**config.mk**
```make
export PLATFORM = sky130hd
export DESIGN_NAME = strap_override_status_regs
export DESIGN_NICKNAME = d
export VERILOG_FILES = /design/src/logic/strap_regs_pkg.sv /design/src/logic/strap_pin_sync.sv /design/src/logic/strap_override_status_regs.sv
export SDC_FILE = /design/constraint.sdc
export NUM_CORES = 1
export LEC_CHECK = 0
export CAP_MARGIN = 0
export CELL_PAD_IN_SITES_DETAIL_PLACEMENT = 1
export CELL_PAD_IN_SITES_GLOBAL_PLACEMENT = 2
export CORE_AREA = 3 3 111 113
export CTS_CLUSTER_DIAMETER = 60
export CTS_CLUSTER_SIZE = 16
export DETAILED_ROUTE_END_ITERATION = 8
export DIE_AREA = 0 0 114 116
export DONT_BUFFER_PORTS = 1
export HOLD_SLACK_MARGIN = 0.06
export PLACE_DENSITY = 0.9
export SYNTH_ARGS = -nofsm -noshare
export SYNTH_HDL_FRONTEND = slang
export SYNTH_SLANG_ARGS = --single-unit
export TNS_END_PERCENT = 10
```
**constraint.sdc**
```tcl
create_clock -name CLK_IN -period 4.2 [get_ports CLK_IN]
set_clock_uncertainty 0.1 [all_clocks]
set_input_delay 0.21 -clock CLK_IN [delete_from_list [all_inputs] [get_ports CLK_IN]]
set_output_delay 0.21 -clock CLK_IN [all_outputs]
set_load 0.02 [all_outputs]
```
**src/logic/strap_regs_pkg.sv**
```systemverilog
// Constants shared by the strap status and override register bank
package strap_regs_pkg;

    // Standard management register numbers of the portal pair, and the device address of this bank
    localparam logic [4:0] REG_PORTAL_CTRL = 5'h0d; // Portal control
    localparam logic [4:0] REG_PORTAL_DATA = 5'h0e; // Portal address/data
    localparam logic [4:0] DEV_VENDOR = 5'h02; // Device address of this bank

    // Indirect register addresses inside the vendor device
    localparam logic [15:0] MMD_COMMON_CONTROL = 16'h0000; // Common control
    localparam logic [15:0] MMD_STRAP_STATUS = 16'h0001; // Strap status
    localparam logic [15:0] MMD_OP_MODE_OVERRIDE = 16'h0002; // Op mode override

    // Field positions
    localparam int PORTAL_OP_HI = 15; // Operation field, upper bit
    localparam int PORTAL_OP_LO = 14; // Operation field, lower bit
    localparam int PORTAL_DEV_HI = 4; // Device address field, upper bit
    localparam int CC_LED_OVR_BIT = 4; // LED style override, write-only
    localparam int CC_LED_STATUS_BIT = 3; // LED style in force
    localparam int CC_REF_CLK_BIT = 1; // Reference clock output enable
    localparam int SS_LED_STRAP_BIT = 7; // LED style strap as latched
    localparam int SS_REF_CLK_STRAP_BIT = 5; // Ref clock strap as latched
    localparam int OM_WAKE_EN_BIT = 10; // Wake event output enable

    // Reset values
    localparam logic [15:0] PORTAL_CTRL_RESET = 16'h0000; // Portal control
    localparam logic [15:0] PORTAL_DATA_RESET = 16'h0000; // Portal address
    localparam logic [15:0] CC_RESERVED_RESET = 16'h0000; // Reserved RW bits
    localparam logic [15:0] OM_RESET = 16'h0000; // Op mode override
    localparam logic [15:0] RDATA_RESET = 16'h0000; // Read data output

    // Strap pin synchroniser depth
    localparam int STRAP_SYNC_STAGES = 3; // Three flops per strap pin

    // Meaning of portal data accesses
    typedef enum logic [1:0] {
        OP_ADDRESS = 2'b00,
        OP_DATA_HOLD = 2'b01,
        OP_DATA_INC_RW = 2'b10,
        OP_DATA_INC_WR = 2'b11
    } portal_op_t;

endpackage

```
**src/logic/strap_pin_sync.sv**
```systemverilog
// Three-flop synchroniser for a group of strap pins with agreement flag
`timescale 1ns/1ps
module strap_pin_sync #(
    parameter int WIDTH = 5 // Number of strap pins
) (
    input wire logic clk_in, // System clock
    input wire logic rst_n_in, // Synchronous reset, active low
    input wire logic ce_in, // Clock enable
    input wire logic [WIDTH-1:0] pin_in, // Raw strap pins
    output logic [WIDTH-1:0] level_out, // Third-stage level
    output logic agree_out // Second and third stage agree on every bit
);
    import strap_regs_pkg::*;

    logic [WIDTH-1:0] stage [STRAP_SYNC_STAGES]; // Synchroniser chain
    logic [WIDTH-1:0] bit_agree; // Per-bit agreement of stages two and three

    genvar i;
    generate
        for (i = 0; i < WIDTH; i++) begin : g_pin
            // Chain of three flops per pin; stage 0 feeds only stage 1
            always_ff @(posedge clk_in) begin
                if (!rst_n_in) begin
                    stage[0][i] <= 1'b0;
                    stage[1][i] <= 1'b0;
                    stage[2][i] <= 1'b0;
                end else if (ce_in) begin
                    stage[0][i] <= pin_in[i];
                    stage[1][i] <= stage[0][i];
                    stage[2][i] <= stage[1][i];
                end
            end
            assign bit_agree[i] = (stage[1][i] == stage[2][i]);
        end
    endgenerate

    // A level counts only once two later stages agree
    assign level_out = stage[2];
    assign agree_out = &bit_agree;

endmodule

```
**src/logic/strap_override_status_regs.sv**
```systemverilog
// Strap status and override register bank behind the portal register pair
//
// Function
// - LED override bit is write-only, reads zero
// - Override one selects single-LED, zero tri-color
// - LED status bit: strap at reset, then override
// - Reference clock enable override, strap reset value
// - Latched LED strap reported read-only, never overridden
// - Latched reference clock strap reported read-only
// - Strapped address in bits 2:0, upper zero
// - Reserved strap status bits read as zero
// - Wake event output enable bit, reset zero
// - Portal operation field selects address or data
`timescale 1ns/1ps
module strap_override_status_regs (
    input wire logic CLK_IN, // System clock, 100 MHz
    input wire logic RST_N_IN, // Synchronous reset, active low
    input wire logic CE_IN, // Clock enable, freezes state when low
    input wire logic MGMT_WR_IN, // Management register write strobe
    input wire logic MGMT_RD_IN, // Management register read strobe
    input wire logic [4:0] MGMT_REG_IN, // Management register number
    input wire logic [15:0] MGMT_WDATA_IN, // Management write data
    input wire logic STRAP_LED_STYLE_IN, // LED style strap pin
    input wire logic STRAP_REF_CLK_EN_IN, // Ref clock output enable strap pin
    input wire logic [2:0] STRAP_ADDR_IN, // Station address strap pins
    output logic [15:0] MGMT_RDATA_OUT, // Read data, held until next read
    output logic MGMT_RVALID_OUT, // Read data valid, one-cycle pulse
    output logic LED_STYLE_SELECT_OUT, // LED style in force, 1 single-LED
    output logic REF_CLOCK_OUTPUT_ENABLE_OUT, // Reference clock output enable
    output logic WAKE_EVENT_OUTPUT_EN_OUT, // Wake event output enable
    output logic [4:0] STRAPPED_STATION_ADDRESS_OUT, // Five-bit station address
    output logic STRAP_DONE_OUT // Straps latched
);
    import strap_regs_pkg::*;

    // Strap capture sequence
    typedef enum logic {WAIT_STRAP, RUN} strap_state_t;

    strap_state_t state; // Capture state
    logic [15:0] portal_ctrl; // Portal control register
    logic [15:0] mmd_addr; // Indirect register address
    logic [15:0] cc_store; // Reserved RW bits of common control
    logic [15:0] om_reg; // Op mode override register
    logic led_style; // LED style in force
    logic ref_clk; // Reference clock enable in force
    logic strap_led; // Latched LED strap
    logic strap_ref; // Latched ref clock strap
    logic [2:0] strap_addr; // Latched address strap
    logic [4:0] sync_level; // Synchronised strap levels
    logic sync_agree; // Synchronised levels are stable
    logic [1:0] fill_cnt; // Edges since release while the chain fills

    // Strap pins come from outside the clock domain
    strap_pin_sync #(
        .WIDTH(5)
    ) u_sync (
        .clk_in(CLK_IN),
        .rst_n_in(RST_N_IN),
        .ce_in(CE_IN),
        .pin_in({STRAP_ADDR_IN, STRAP_REF_CLK_EN_IN, STRAP_LED_STYLE_IN}),
        .level_out(sync_level),
        .agree_out(sync_agree)
    );

    // Decode of one indirect register in this bank
    function automatic logic mmd_sel(input logic [4:0] dev, input logic [15:0] addr,
                                     input logic [15:0] target);
        mmd_sel = (dev == DEV_VENDOR) && (addr == target);
    endfunction

    // Access decode
    wire portal_op_t op = portal_op_t'(portal_ctrl[PORTAL_OP_HI:PORTAL_OP_LO]);
    wire [4:0] dev = portal_ctrl[PORTAL_DEV_HI:0];
    wire data_phase = (op != OP_ADDRESS);
    wire wr_ctrl = CE_IN && MGMT_WR_IN && (MGMT_REG_IN == REG_PORTAL_CTRL);
    wire wr_data = CE_IN && MGMT_WR_IN && (MGMT_REG_IN == REG_PORTAL_DATA);
    wire rd_any = CE_IN && MGMT_RD_IN;
    wire rd_data = rd_any && (MGMT_REG_IN == REG_PORTAL_DATA);
    wire sel_cc = mmd_sel(dev, mmd_addr, MMD_COMMON_CONTROL);
    wire sel_ss = mmd_sel(dev, mmd_addr, MMD_STRAP_STATUS);
    wire sel_om = mmd_sel(dev, mmd_addr, MMD_OP_MODE_OVERRIDE);
    wire mmd_wr = wr_data && data_phase;
    wire cc_wr = mmd_wr && sel_cc;
    wire om_wr = mmd_wr && sel_om;
    // Reset zeros in the chain agree too; wait until they have left it
    wire chain_full = (fill_cnt == 2'(STRAP_SYNC_STAGES));
    wire capture = (state == WAIT_STRAP) && CE_IN && chain_full && sync_agree;

    // Post increment: writes in both increment modes, reads in one
    wire addr_inc = (mmd_wr && (op == OP_DATA_INC_RW || op == OP_DATA_INC_WR))
                 || (rd_data && op == OP_DATA_INC_RW);
    wire [15:0] next_mmd_addr = addr_inc ? 16'(mmd_addr + 16'h0001) : mmd_addr;

    // Read images; override bit and reserved strap bits read zero
    wire [15:0] cc_read = {cc_store[15:5], 1'b0, led_style, cc_store[2],
                           ref_clk, cc_store[0]};
    wire [15:0] ss_read = {8'h00, strap_led, 1'b0, strap_ref, 2'b00,
                           strap_addr};
    wire [15:0] mmd_read = sel_cc ? cc_read : sel_ss ? ss_read : sel_om ? om_reg : 16'h0000;
    wire [15:0] next_rdata = (MGMT_REG_IN == REG_PORTAL_CTRL) ? portal_ctrl :
                             (MGMT_REG_IN == REG_PORTAL_DATA) ?
                             (data_phase ? mmd_read : mmd_addr) : 16'h0000;

    // Count edges until the chain holds real pin samples
    always_ff @(posedge CLK_IN) begin
        if (!RST_N_IN) begin
            fill_cnt <= 2'h0;
        end else if (CE_IN && !chain_full) begin
            fill_cnt <= fill_cnt + 2'h1;
        end
    end

    // Strap capture after reset release, once the pins are stable
    always_ff @(posedge CLK_IN) begin
        if (!RST_N_IN) begin
            state <= WAIT_STRAP;
        end else if (capture) begin
            state <= RUN;
        end
    end

    // Latched strap values; nothing software does reaches them
    always_ff @(posedge CLK_IN) begin
        if (!RST_N_IN) begin
            strap_led <= 1'b0;
            strap_ref <= 1'b0;
            strap_addr <= 3'h0;
        end else if (capture) begin
            strap_led <= sync_level[0];
            strap_ref <= sync_level[1];
            strap_addr <= sync_level[4:2];
        end
    end

    // Portal registers; the controller selects device and register first
    always_ff @(posedge CLK_IN) begin
        if (!RST_N_IN) begin
            portal_ctrl <= PORTAL_CTRL_RESET;
            mmd_addr <= PORTAL_DATA_RESET;
        end else begin
            if (wr_ctrl) begin
                portal_ctrl <= MGMT_WDATA_IN;
            end
            if (wr_data && !data_phase) begin
                mmd_addr <= MGMT_WDATA_IN;
            end else begin
                mmd_addr <= next_mmd_addr;
            end
        end
    end

    // LED style: strap first, a later write wins over the capture
    always_ff @(posedge CLK_IN) begin
        if (!RST_N_IN) begin
            led_style <= 1'b0;
        end else if (cc_wr) begin
            led_style <= MGMT_WDATA_IN[CC_LED_OVR_BIT];
        end else if (capture) begin
            led_style <= sync_level[0];
        end
    end

    // Reference clock enable: strap first, then software override
    always_ff @(posedge CLK_IN) begin
        if (!RST_N_IN) begin
            ref_clk <= 1'b0;
        end else if (cc_wr) begin
            ref_clk <= MGMT_WDATA_IN[CC_REF_CLK_BIT];
        end else if (capture) begin
            ref_clk <= sync_level[1];
        end
    end

    // Reserved RW bits of common control and the op mode register
    always_ff @(posedge CLK_IN) begin
        if (!RST_N_IN) begin
            cc_store <= CC_RESERVED_RESET;
            om_reg <= OM_RESET;
        end else begin
            if (cc_wr) begin
                cc_store <= MGMT_WDATA_IN;
            end
            if (om_wr) begin
                om_reg <= MGMT_WDATA_IN;
            end
        end
    end

    // Read answer, registered; every read strobe taken while the clock enable is high is answered
    always_ff @(posedge CLK_IN) begin
        if (!RST_N_IN) begin
            MGMT_RDATA_OUT <= RDATA_RESET;
            MGMT_RVALID_OUT <= 1'b0;
        end else if (CE_IN) begin
            MGMT_RVALID_OUT <= MGMT_RD_IN;
            if (MGMT_RD_IN) begin
                MGMT_RDATA_OUT <= next_rdata;
            end
        end
    end

    // Outputs straight from flops; upper address bits are fixed zero
    assign LED_STYLE_SELECT_OUT = led_style;
    assign REF_CLOCK_OUTPUT_ENABLE_OUT = ref_clk;
    assign WAKE_EVENT_OUTPUT_EN_OUT = om_reg[OM_WAKE_EN_BIT];
    assign STRAPPED_STATION_ADDRESS_OUT = {2'b00, strap_addr};
    assign STRAP_DONE_OUT = (state == RUN);
endmodule

```
==> results by group <==
Placement
  – Final weighted congestion of routability-driven global placement: 0.804
  – HPWL after DPL: around 9600 um
  – Post-detailed-placement cell area: 0.00477 sq mm
  – # port buffers: 0

Timing
  – Fin crit period: ~2.8 ns
  – Final worst-path cycle share: 66.1%
  – Slew of the pin with the lowest slew margin: between 1 and 1.5 ns
  – Number of endpoints with negative hold slack in the final report: 0
  – Unrepaired setup endpoints after global routing: no
  – Final slew viol count: 0
  – Max transition margin: about a quarter
  – Total of endpoints with negative setup slack in the final report: 0
  – Total negative slack: 0 ns
  – Peak Freq: 360 MHz

CTS
  – CTS HTree Levels: 3
  – CTS tree: yes
  – CTS Buf Count: 9
  – Number of sinks on the clock net: 103
  – Max clock buf depth: 2
  – Clock root cell: clkbuf_16
  – Worst-Skew Late Latency: between 0.3 and 0.4 ns
  – Clock slew seen by the registers of the worst setup and hold paths: around 0.070 ns

Cells and area
  – Fraction of layout instances using a drive strength above 1: roughly 5.6%
  – Number of fill cells in the layout: approximately 1.3k
  – Most frequent cells in the layout: dfxtp_1, nand2_1, a21oi_1, nor2_1, mux2i_1
  – Nets: 568
  – Relative area change from synthesis to final layout: 12.0%
  – Area occupied by multi-input gates: 0.00232 sq mm
  – Area occupied by registers: ~0.0022 sq mm
  – Most common library cell in the layout ignoring fill and taps: dfxtp_1
  – Post-route design area: 0.00532 sq mm

Detailed routing
  – Wire length after detailed routing: ~15,000 um
  – First DRT Iteration DRCs: between 200 and 250
  – TritonRoute pass-1 iters: 4
  – Post-route ant nets: 0
  – Vias: a little over 4k
  – Routed via count divided by cell count: slightly above 6
  – Per-cell routed wire length: 22.0 um
  – Number of design rule violations left after detail routing: 0

Synthesis
  – Most common flop cell mapped by yosys: dfxtp_1
  – Unique masters post-synth: 50
  – Share of flip-flops with an asynchronous set or reset: 0%
  – Count of synthesis-stage warnings from yosys: 0
  – Flops & latches, synth: slightly above 100
  – Synth Instances: between 500 and 600
  – Avg Synthesized Cell Area: approximately 9 sq um
  – Post-Syn Area: approximately 0.0048 sq mm
  – Number of enable flip-flop cells after synthesis: 15
  – Sequential share of the synthesized area: a little under half

Power and ir drop
  – Max VDD drop: 0.246 mV
  – Pleak: a little under 0.002 uW
  – Pwr per Cell Area: roughly 380 mW/mm^2

Setup path
  – Critical path capture point type: flop
  – Maximum fanout count along the critical path: 10
  – Critical path buffer and inverter count: 1
  – Required time worst endpoint: 4.31 ns
  – Worst Setup Path Type: flop to flop
  – Delay of the slowest cell on the worst path: about 0.65 ns
  – CP Launch Type: flop
  – Worst path top cell family by delay: simple AND/OR/NAND/NOR gates
  – Crit path DAT: 2.89 ns
  – Sequence of cells on the critical path: or3b_1, or4_4, nor4_4, buf_4, mux2i_1, nor2_1
  – Critical Path Slowest Stage Cell: nor4_4

Die
  – Chip Width: 114 um
  – Die Area: ~0.013 sq mm
  – Num ports: 57
  – Starting density of the core: about two fifths
  – Core footprint: 0.0114 sq mm
  – Vertical die dimension: 116 um
  – Number of cell rows: 39

Global route
  – Initial antenna violation count: 1
  – First-pass GRT wire length: between 20,000 and 25,000 um
  – Aggregate global routing overflow: 0
  – Largest net degree at the start of global routing: 66
  – Global-route total usage across every layer: 23.5%
  – Via count of the first global-routing pass: between 4k and 5k

Run
  – Max-cap violations: 0

Status
  – Result of the run: complete, no violations

Hold path
  – Class of the tightest hold or removal check: input pin to flop
[per-layer routing]
layer  up-vias  GRT usage (%)  share of wire, %
met5         -              0                 0
met4         0           9.82               2.8
met3        29           6.48               6.9
met2       133           37.1                46
li1       1923              -                 -
met1      2068           30.5                44
[kinds of logic after synthesis]
logic type / after synthesis / share of synthesized area [%]
and+or+nand+nor: 196 / 20.4
buffers and inverters: 47 / 4.61
muxes: 37 / 7.80
adders and majority gates: 5 / 1.32
xor gates and xnor gates: 6 / 1.11
DFF: 103 / 46.6
other: 1 / 0.0789
AOI/OAI and AO/OA: 140 / 18.1
[layout make-up]
type	instances	area share, %
Timing Repair Buffer	28	5.22
Inverter	4	0.282
Sequential cell	103	41.6
Clock buffer	11	4.75
Clock inverter	5	1.06
Tap cell	143	3.36
Multi-Input combinational cell	386	43.7
Antenna cell	1	0.0470
[metrics by stage]
step | hold slack (ns) | instances | utilization (%) | power, uW | setup slack [ns]
floorplan | 0.246 | 536 | - | 1130 | 1.92
global placement | 0.248 | 641 | 41.7 | 1140 | 1.56
detailed placement | 0.257 | 641 | 41.7 | 1140 | 1.39
CTS | 0.0681 | 680 | 46.6 | 2040 | 1.37
global route | 0.0800 | 681 | 46.6 | 2100 | 1.28
finish | 0.0687 | 681 | 46.6 | 2030 | 1.42
[what timing repair did]
action / in CTS / in global routing
endpoints found under the hold margin: 94 / 0
setup buffers: 0 / 0
resized for setup: 0 / 0
hold buffers: 23 / 0
[cell usage after synthesis (7+ instances only)]
cell / number / area [sq um]
dfxtp_1: 88 / 1760
o21ai_0: 34 / 170
a221oi_1: 16 / 140
mux2i_1: 37 / 370
nor4_1: 7 / 43.8
and3_1: 19 / 119
a22o_1: 10 / 87.6
nand2_1: 72 / 270
a21oi_1: 56 / 280
edfxtp_1: 15 / 450
clkbuf_1: 33 / 124
nand3_1: 10 / 50.1
nor2_1: 47 / 176
[path summary, 6_finish.rpt]
check | start | end | slack, ns | depth (start not counted)
setup / recovery | portal_ctrl[1] | om_reg[7] | 1.42 | 6
hold reg to reg | portal_ctrl[9] | portal_ctrl[9] | 0.36 | 2
setup reg to reg | portal_ctrl[1] | om_reg[7] | 1.42 | 6
hold / removal | RST_N_IN | MGMT_RDATA_OUT[10] | 0.07 | 3
[power by group]
group	switching (uW)	internal [uW]
logic	66.5	39.7
clock network	379	494
registers	26.6	1020
[worst min-delay path: stages]
cell	delay, ns
buf_12	0.14
o21ai_0	0.08
a21oi_1	0.04
No activity file was read; power rests on OpenSTA's default activity.
